File: src/supervisor_pkg.sv
// constants for the supply supervisor and watchdog
// assumes a 25 MHz system clock
package supervisor_pkg;
  localparam int unsigned CLK_HZ = 25000000;
  // reset hold choices in microseconds (1.4, 28, 200, 1600 ms)
  localparam int unsigned HOLD_OPT0_US = 1400;
  localparam int unsigned HOLD_OPT1_US = 28000;
  localparam int unsigned HOLD_OPT2_US = 200000;
  localparam int unsigned HOLD_OPT3_US = 1600000;
  localparam logic [1:0] HOLD_OPT_RESET = 2'h2;
  // watchdog timeout, plain default in microseconds
  localparam int unsigned WATCHDOG_TIMEOUT_US = 1600000;
  localparam longint unsigned US_PER_S = 1000000;
  localparam int unsigned CNT_W = 26;
  // cycles for a least time, rounded up
  function automatic int unsigned us_to_cycles(input int unsigned us);
    longint unsigned p;
    p = longint'(us) * longint'(CLK_HZ);
    return int'((p + US_PER_S - 1) / US_PER_S);
  endfunction
  localparam int unsigned HOLD_CYCLES_DEF = us_to_cycles(HOLD_OPT2_US);
  localparam int unsigned WATCHDOG_CYCLES_DEF = us_to_cycles(WATCHDOG_TIMEOUT_US);
  localparam logic [CNT_W-1:0] CNT_RESET = 26'h0;
endpackage

File: src/sync_two_ff.sv
// two flip-flop synchroniser for a bank of pin levels
// assumes pins are asynchronous to clk_in
`timescale 1ns/1ps
module sync_two_ff #(
  parameter int unsigned WIDTH = 4,
  parameter logic [WIDTH-1:0] INIT = '0
) (
  input wire logic clk_in,
  input wire logic rst_in,
  input wire logic [WIDTH-1:0] async_in,
  output logic [WIDTH-1:0] sync_out
);
  typedef struct packed {
    logic [WIDTH-1:0] meta;
    logic [WIDTH-1:0] stable;
  } sync_state_t;
  sync_state_t state_q;
  sync_state_t state_d;
  always_comb begin
    state_d.meta = async_in;
    state_d.stable = state_q.meta;
  end
  always_ff @(posedge clk_in or posedge rst_in) begin
    if (rst_in) begin
      state_q <= {INIT, INIT};
    end else begin
      state_q <= state_d;
    end
  end
  assign sync_out = state_q.stable;
endmodule

File: src/supply_supervisor_watchdog.sv
// supply supervisor with manual reset, watchdog, power fail and low line outputs
// assumes comparator results arrive as asynchronous digital levels
// Function
// a low manual reset input asserts the reset output
// any reset cause, watchdog included, gives a low pulse of one hold period
// reset held while supply low or manual reset active, then one hold period
// active high reset output is the exact inverse of the active low one
// power fail output low while sense input below its level, else high
// low line warning goes low when supply under the warning level
// processor toggles the kick input each timeout, else reset asserts
// reset held through power up, power down and brownout
// reset hold period chosen from four factory options
// watchdog restarts on every kick edge and on reset release
// watchdog and hold lengths fixed at build time
`timescale 1ns/1ps
module supply_supervisor_watchdog #(
  parameter logic [1:0] HOLD_OPT = supervisor_pkg::HOLD_OPT_RESET,
  parameter int unsigned WATCHDOG_CYCLES = supervisor_pkg::WATCHDOG_CYCLES_DEF
) (
  input wire logic clk_in,
  input wire logic rst_in,
  input wire logic supply_low_in,
  input wire logic manual_reset_n_in,
  input wire logic power_fail_sense_low_in,
  input wire logic low_line_in,
  input wire logic watchdog_kick_in,
  output logic reset_n_out,
  output logic reset_out,
  output logic power_fail_flag_n_out,
  output logic low_line_warn_n_out
);
  localparam int unsigned W = supervisor_pkg::CNT_W;

  // maps the factory option code to a hold length in microseconds
  function automatic int unsigned hold_option_us(input logic [1:0] opt);
    case (opt)
      2'h0: return supervisor_pkg::HOLD_OPT0_US;
      2'h1: return supervisor_pkg::HOLD_OPT1_US;
      2'h2: return supervisor_pkg::HOLD_OPT2_US;
      2'h3: return supervisor_pkg::HOLD_OPT3_US;
      default: return supervisor_pkg::HOLD_OPT3_US;
    endcase
  endfunction


  localparam int unsigned HOLD_US = hold_option_us(HOLD_OPT);
  localparam int unsigned HOLD_CYCLES = supervisor_pkg::us_to_cycles(HOLD_US);
  localparam logic [W-1:0] HOLD_LAST = W'(HOLD_CYCLES - 1);
  localparam logic [W-1:0] WD_LAST = W'(WATCHDOG_CYCLES - 1);

  // watchdog runs out when the last count is reached with no kick edge
  function automatic logic wd_expired(input logic [W-1:0] cnt, input logic kick_seen);
    return (cnt == WD_LAST) && !kick_seen;
  endfunction

  typedef enum logic [1:0] {
    ST_ASSERT = 2'h1,
    ST_RUN = 2'h2
  } sup_state_t;

  typedef struct packed {
    sup_state_t st;
    logic [W-1:0] hold_cnt;
    logic [W-1:0] wd_cnt;
    logic kick_prev;
    logic rst_n;
    logic pf_n;
    logic ll_n;
  } sup_regs_t;

  sup_regs_t r_q;
  sup_regs_t r_d;
  logic [4:0] pins_s;
  logic supply_low_s;
  logic mr_n_s;
  logic pf_low_s;
  logic low_line_s;
  logic kick_s;
  logic hold_cause;
  logic kick_edge;

  sync_two_ff #(
    .WIDTH(5),
    .INIT(5'h08)
  ) u_sync (
    .clk_in(clk_in),
    .rst_in(rst_in),
    .async_in({supply_low_in, manual_reset_n_in, power_fail_sense_low_in, low_line_in,
               watchdog_kick_in}),
    .sync_out(pins_s)
  );
  assign supply_low_s = pins_s[4];
  assign mr_n_s = pins_s[3];
  assign pf_low_s = pins_s[2];
  assign low_line_s = pins_s[1];
  assign kick_s = pins_s[0];


  assign hold_cause = supply_low_s | ~mr_n_s;
  assign kick_edge = kick_s ^ r_q.kick_prev;

  always_comb begin
    r_d = r_q;
    r_d.kick_prev = kick_s;

    r_d.pf_n = ~pf_low_s;

    r_d.ll_n = ~(low_line_s | supply_low_s);
    case (r_q.st)
      ST_ASSERT: begin
        r_d.rst_n = 1'b0;
        r_d.wd_cnt = supervisor_pkg::CNT_RESET;
        if (hold_cause) begin

          r_d.hold_cnt = supervisor_pkg::CNT_RESET;
        end else if (r_q.hold_cnt == HOLD_LAST) begin

          r_d.st = ST_RUN;
          r_d.rst_n = 1'b1;
          r_d.hold_cnt = supervisor_pkg::CNT_RESET;
        end else begin
          r_d.hold_cnt = r_q.hold_cnt + W'(1);
        end
      end
      ST_RUN: begin
        r_d.rst_n = 1'b1;
        if (hold_cause || wd_expired(r_q.wd_cnt, kick_edge)) begin

          r_d.st = ST_ASSERT;
          r_d.rst_n = 1'b0;
          r_d.hold_cnt = supervisor_pkg::CNT_RESET;
          r_d.wd_cnt = supervisor_pkg::CNT_RESET;
        end else if (kick_edge) begin

          r_d.wd_cnt = supervisor_pkg::CNT_RESET;
        end else begin
          r_d.wd_cnt = r_q.wd_cnt + W'(1);
        end
      end
      default: begin
        r_d.st = ST_ASSERT;
        r_d.rst_n = 1'b0;
        r_d.hold_cnt = supervisor_pkg::CNT_RESET;
        r_d.wd_cnt = supervisor_pkg::CNT_RESET;
      end
    endcase
  end

  always_ff @(posedge clk_in or posedge rst_in) begin
    if (rst_in) begin

      r_q <= '{st: ST_ASSERT, hold_cnt: supervisor_pkg::CNT_RESET,
               wd_cnt: supervisor_pkg::CNT_RESET, kick_prev: 1'b0,
               rst_n: 1'b0, pf_n: 1'b1, ll_n: 1'b1};
    end else begin
      r_q <= r_d;
    end
  end

  assign reset_n_out = r_q.rst_n;

  assign reset_out = ~r_q.rst_n;
  assign power_fail_flag_n_out = r_q.pf_n;
  assign low_line_warn_n_out = r_q.ll_n;
endmodule

File: config.mk
export PLATFORM = sky130hd
export DESIGN_NAME = supply_supervisor_watchdog
export DESIGN_NICKNAME = d
export VERILOG_FILES = /design/src/supervisor_pkg.sv /design/src/sync_two_ff.sv /design/src/supply_supervisor_watchdog.sv
export SDC_FILE = /design/constraint.sdc
export NUM_CORES = 1
export LEC_CHECK = 0
export BUFFER_PORTS_ARGS = -buffer_cell sky130_fd_sc_hd__buf_2
export CAP_MARGIN = 20
export CORE_UTILIZATION = 25
export DETAILED_ROUTE_END_ITERATION = 12
export PLACE_DENSITY_LB_ADDON = 0.2
export SYNTH_ARGS = -nofsm -noshare
export SYNTH_HDL_FRONTEND = slang
export SYNTH_SLANG_ARGS = --single-unit
File: constraint.sdc
create_clock -name clk_in -period 2.21 [get_ports clk_in]
set_input_delay 0.3315 -clock clk_in [delete_from_list [all_inputs] [get_ports clk_in]]
set_output_delay 0.3315 -clock clk_in [all_outputs]
set_load 0.005 [all_outputs]
* Word-level counts from Yosys, hierarchy flattened
Index checks and enable logic that the tools add are counted.
Word-level totals: bits in registers 68, bits in latches 0, bits in writable memories 0, bits in read-only memories 0, word-level logic and storage cells 41, memories 0
Cells by class: $add $sub $neg 2, multiply operators 0, divide/modulo/power cells 0, magnitude comparators 0, equal/unequal tests 7, shift-type cells 0, multiplexer cells 12, bitwise operators 7, reduce and logical (&&, ||, !) cells 4
Operators with widths (count):
- one-hot mux 54 bit (2 select lines) | 1
- two-way mux 26 bit | 4
- adder 26 x 1 -> 26 bit (second input constant) | 2
- two-way mux 28 bit | 1
- equality test 26 x 23 -> 1 bit (second input constant) | 1
- equality test 26 bit (second input constant) | 1
- != test 2 bit (second input constant) | 3
- two-way mux 2 bit | 2
- inverter 1 bit | 4
- two-way mux 1 bit | 3
- AND reduction 3 bit | 1
- equality test 2 x 1 -> 1 bit (second input constant) | 1
- equality test 2 bit (second input constant) | 1
- OR 1 bit | 2
- one-hot mux 1 bit (2 select lines) | 1
- logical AND 1 bit | 1
- logical NOT 1 bit | 1
- logical OR 1 bit | 1
- XOR 1 bit | 1

* Longest topological paths before layout
word-level depth 6, gate-level depth with buffers 8

* Hierarchy
From an unflattened synthesis, not the netlist that was laid out.
Unflattened totals: cell total of the unflattened synthesis 333, area, all modules 3288.2 sq um
Modules (own cells, without submodules):
- supply_supervisor_watchdog | times used 1, cells each 322, area each 3031.7 sq um, sequential area each 1455.1 sq um
- sync_two_ff | times used 1, cells each 11, area each 256.5 sq um, sequential area each 252.7 sq um

* Least setup slack after synthesis
Ideal clock, no wire load.
kind reg-to-reg, start point register r_q[40] (netlist bit), end point register r_q[50] (netlist bit), setup time 0.121 ns, arrival 1.940 ns, path slack 0.149 ns, cell stages (with the launch flop) 7, cell sequence dfrtp_1 or4_1 nor4_2 a31o_2 buf_2 o21ai_0 a22o_1
Between the ends: word-level cells in the longest chain between the ends 4, elaborated cells on any way between the ends 5
RTL lines:
- from (decl) | line supply_supervisor_watchdog.sv:71 | sup_regs_t r_q;
- from (signal assigned) | line supply_supervisor_watchdog.sv:152 | r_q <= '{st: ST_ASSERT, hold_cnt: supervisor_pkg::CNT_RESET,
- from (signal assigned) | line supply_supervisor_watchdog.sv:156 | r_q <= r_d;
- adder 26 x 1 -> 26 bit or equality test 26 x 23 -> 1 bit (tied branches) | line supply_supervisor_watchdog.sv:122, supply_supervisor_watchdog.sv:116
- two-way mux 26 bit (*) | line supply_supervisor_watchdog.sv:116 | end else if (r_q.hold_cnt == HOLD_LAST) begin
- two-way mux 26 bit (*) | line supply_supervisor_watchdog.sv:113 | if (hold_cause) begin
- one-hot mux 54 bit (2 select lines) (*) | line supply_supervisor_watchdog.sv:109 | case (r_q.st)
Every way passes the cells marked *; elsewhere a longest branch is shown, timed or not. A chain may end at the register's enable or synchronous reset.

* Worst setup path after layout
start point register r_q[56] (netlist bit), end point register r_q[45] (netlist bit)
Between the ends: word-level cells in the longest chain between the ends 2, elaborated cells on any way between the ends 4
RTL lines (line):
- equality test 2 bit or equality test 2 x 1 -> 1 bit (tied branches) | supply_supervisor_watchdog.sv:109
- one-hot mux 54 bit (2 select lines) or != test 2 bit (tied branches)
Parallel ways exist; a longest one is shown, timed or not.

==> flow_summary_export.csv <==
group,metric,value,unit
cts,holdBufCountCts,0,
worst_setup_path,end_kind,"flop",
place,placedCellCount,559,
cts,cts_buffers,9,
synthesis,synth-xor-area-share,6.36,%
synthesis,muxShareOfSynthArea,0.291,%
cells_and_area,drive_above_1_share,20.9,%
worst_setup_path,path_delay_family,"simple AND/OR/NAND/NOR gates",
pwr,leakage,1.83,nW
die,coreArea,0.0133,mm²
cells_and_area,antenna_cells,0,
drt,ant_nets,0,
synthesis,synth-edff-count,0,
drt,vias,2750,
synthesis,syn-num-nets,360,
worst_setup_path,max_stage_delay,0.52,ns
worst_setup_path,worstPathArrival,2.37,ns
sta,hold_viol,0,
die,pin_count,11,
pwr,finalPower,2.88,mW
synthesis,synth_warnings,0,
sta,tightestPinTransition,0.572,ns
global_route,grt-ovfl-total,0,
cells_and_area,layout_commonest_cell,"dfrtp_1",
worst_setup_path,path_cells,"inv_1, ha_1, nand3b_1, a31o_4, buf_12, or4_4, o221ai_2",
global_route,grt_pass1_wl,13800,µm
worst_setup_path,cp_max_fo,18,
sta,rsz0062_at_grt,"yes",
drt,wl_per_cell,13.9,µm
cts,cts_root_buf,"clkbuf_16",
synthesis,synthDistinctLibCells,46,
cts,cts_buffer_depth,2,
cells_and_area,final_nets,408,
synthesis,ys_async_sr_fraction,100,%
global_route,antenna_found_initial,0,
sta,worst_slack,0.0913,ns
sta,fin_crit,2.12,ns
drt,drc_errors,0,
drt,drtPass1Iterations,4,
status,status,"complete, no violations",
die,die_x,119,µm
synthesis,synth_top_family_by_area,"simple AND/OR/NAND/NOR gates",
global_route,grt_usage,12.4,%
sta,timing.final.crit_share,95.9,%
sta,slew-limit-headroom,61.8,%
cells_and_area,final_cell_mix,"dfrtp_1, nor2_1, buf_4",
cts,insertion_delay,0.33,ns
cells_and_area,finish.utilization,32.7,%
worst_setup_path,path_buf_inv,2,
sta,setup_viol_count_final,0,
sta,holdWs,0.0544,ns
drt,first_iter_violations,118,
pwr,power-per-cell-area,661,mW/mm²
drt,totalWireLength,8030,µm
global_route,first_global_vias,2670,
cells_and_area,final_cells,577,
sta,fmax,0.472,GHz
die,row_count,42,
cts,cts.sinks,68,
cells_and_area,design_area,0.00436,mm²
worst_setup_path,cp_data_required_time,2.46,ns
place,hpwlAfterDp,5660,µm
place,globalplace.congestion,0.761,
die,dieArea,0.0143,mm²
cells_and_area,areaGrowthSynthToFinish,26.6,%
global_route,grt_max_degree,32,
synthesis,postSynthAreaPerCell,9.90,µm²
synthesis,synth_fa_ha_area_share,1.82,%
drt,avgViaCountPerCell,4.77,
synthesis,ys.flop_type,"dfrtp_1",
die,start_util,25.8,%
synthesis,syn_inst,348,
pwr,vdd_ir_drop_max,288,µV
synthesis,synth_area,0.00344,mm²
flow_run,maxCapViolCount,0,
cts,cts_max_level,3,
synthesis,ys_seq_elements,68,
synthesis,synth_compound_area_share,12.0,%
cts,clkTransAtPathRegs,0.06,ns
cts,cts_tree,"yes",
synthesis,synthSimpleGateAreaFrac,26.6,%
worst_setup_path,cpMaxStageDelayCell,"dfstp_2",
sta,finClkSkew,0.00692,ns
die,die_height,119,µm
place,dpl_cell_area,0.00401,mm²
hold_path,hold_path_class,"input port to asynchronous set/reset pin",
worst_setup_path,worstSetupPathType,"flop to flop",
synthesis,seq_area_frac_synth,49.6,%
place,portBuffers,10,
worst_setup_path,startpoint_type,"flop",
place,post-place-ws,-0.0170,ns
sta,slew_viol_final,0,
sta,fin_setup_tns,0,ns
==> synthesized netlist by cell type (2+ instances only) <==
library cell | count | share of area, %
a21oi_1 | 2 | 0.29
a22o_1 | 13 | 3.3
a31o_2 | 2 | 0.51
and3_1 | 15 | 2.7
and4_1 | 6 | 1.5
buf_2 | 4 | 0.58
buf_4 | 4 | 0.87
clkbuf_1 | 6 | 0.65
dfrtp_1 | 63 | 46
dfstp_2 | 5 | 3.8
ha_1 | 5 | 1.8
inv_1 | 12 | 1.3
nand2_1 | 21 | 2.3
nand2b_1 | 3 | 0.54
nand3_1 | 24 | 3.5
nand4_1 | 12 | 2.2
nor2_1 | 42 | 4.6
nor2b_1 | 4 | 0.73
nor3_1 | 12 | 1.7
nor3b_1 | 2 | 0.44
nor4_1 | 9 | 1.6
o21ai_0 | 23 | 3.3
o221ai_1 | 3 | 0.76
o2bb2a_1 | 2 | 0.58
o2bb2ai_1 | 2 | 0.51
o31ai_1 | 2 | 0.44
or2_2 | 2 | 0.36
or3_1 | 5 | 0.91
or4_1 | 2 | 0.44
or4b_1 | 2 | 0.58
xnor2_1 | 13 | 3.3
xor2_1 | 12 | 3.1
==> repair_timing <==
action                                  in CTS  in global routing
endpoints found under the setup margin       2                 18
setup buffers                                1                  1
gates resized for setup                      1                  3
pin swaps                                    2                  0
==> kinds of logic (layout without fill, tap and decap cells) <==
group,count (synthesis),after routing
AOI/OAI and AO/OA,55,55
adders and majority gates,5,5
muxes,1,1
buffers and inverters,26,79
and+or+nand+nor,168,168
xor gates and xnor gates,25,25
DFF,68,68
==> final timing paths <==
| path | from | end | slack (ns) | depth (start not counted) |
|---|---|---|---|---|
| min | rst_in | r_q[10]$_DFF_PP0_ | 0.05 | 2 |
| min reg2reg | u_sync.state_d[1]$_DFF_PP0_ | u_sync.sync_out[1]$_DFF_PP0_ | 0.34 | 0 |
| min in group clk_in | manual_reset_n_in | u_sync.state_d[3]$_DFF_PP1_ | 0.10 | 1 |
| max in group asynchronous | rst_in | r_q[56]$_DFFE_PP1P_ | 1.51 | 3 |
| max reg2reg | r_q[56]$_DFFE_PP1P_ | r_q[45]$_DFFE_PP0P_ | 0.09 | 7 |
| max | r_q[56]$_DFFE_PP1P_ | r_q[45]$_DFFE_PP0P_ | 0.09 | 7 |
==> power by group <==
group / internal [mW] / leakage, nW / total, mW / switching (mW)
logic: 0.0359 / 0.767 / 0.0926 / 0.0567
clock network: 0.984 / 0.150 / 1.52 / 0.538
registers: 1.26 / 0.911 / 1.27 / 0.00487
==> metal layers <==
metal	vias to the layer above	GRT usage [%]	wire length, µm
li1	1354	-	-
met1	1357	16.7	3850
met2	30	19.4	3830
met3	9	3.02	232
met4	0	4.22	112
met5	-	0	0
==> layout make-up <==
type	instances	area [µm²]
repair buffers	51	433
clock buffers	11	233
clock inverters	5	77.6
flip-flops and latches	68	1710
multi-input cells	254	1640
fillers	1410	8990
well taps	176	220
inverters	12	45.0
==> flip-flops by register name, indices dropped and copies added (netlist names) <==
signal / flops
low_line_warn_n_out: 1
power_fail_flag_n_out: 1
r_q: 55
reset_n_out: 1
u_sync.state_d: 5
u_sync.sync_out: 5
==> worst reg2reg max path: stages (launching register included) <==
cell and delay [ns]:
dfstp_2 0.52, inv_1 0.05, ha_1 0.30, nand3b_1 0.20, a31o_4 0.27, buf_12 0.15, or4_4 0.48, o221ai_2 0.07
Note: power is estimated with default switching activity, not from simulation.
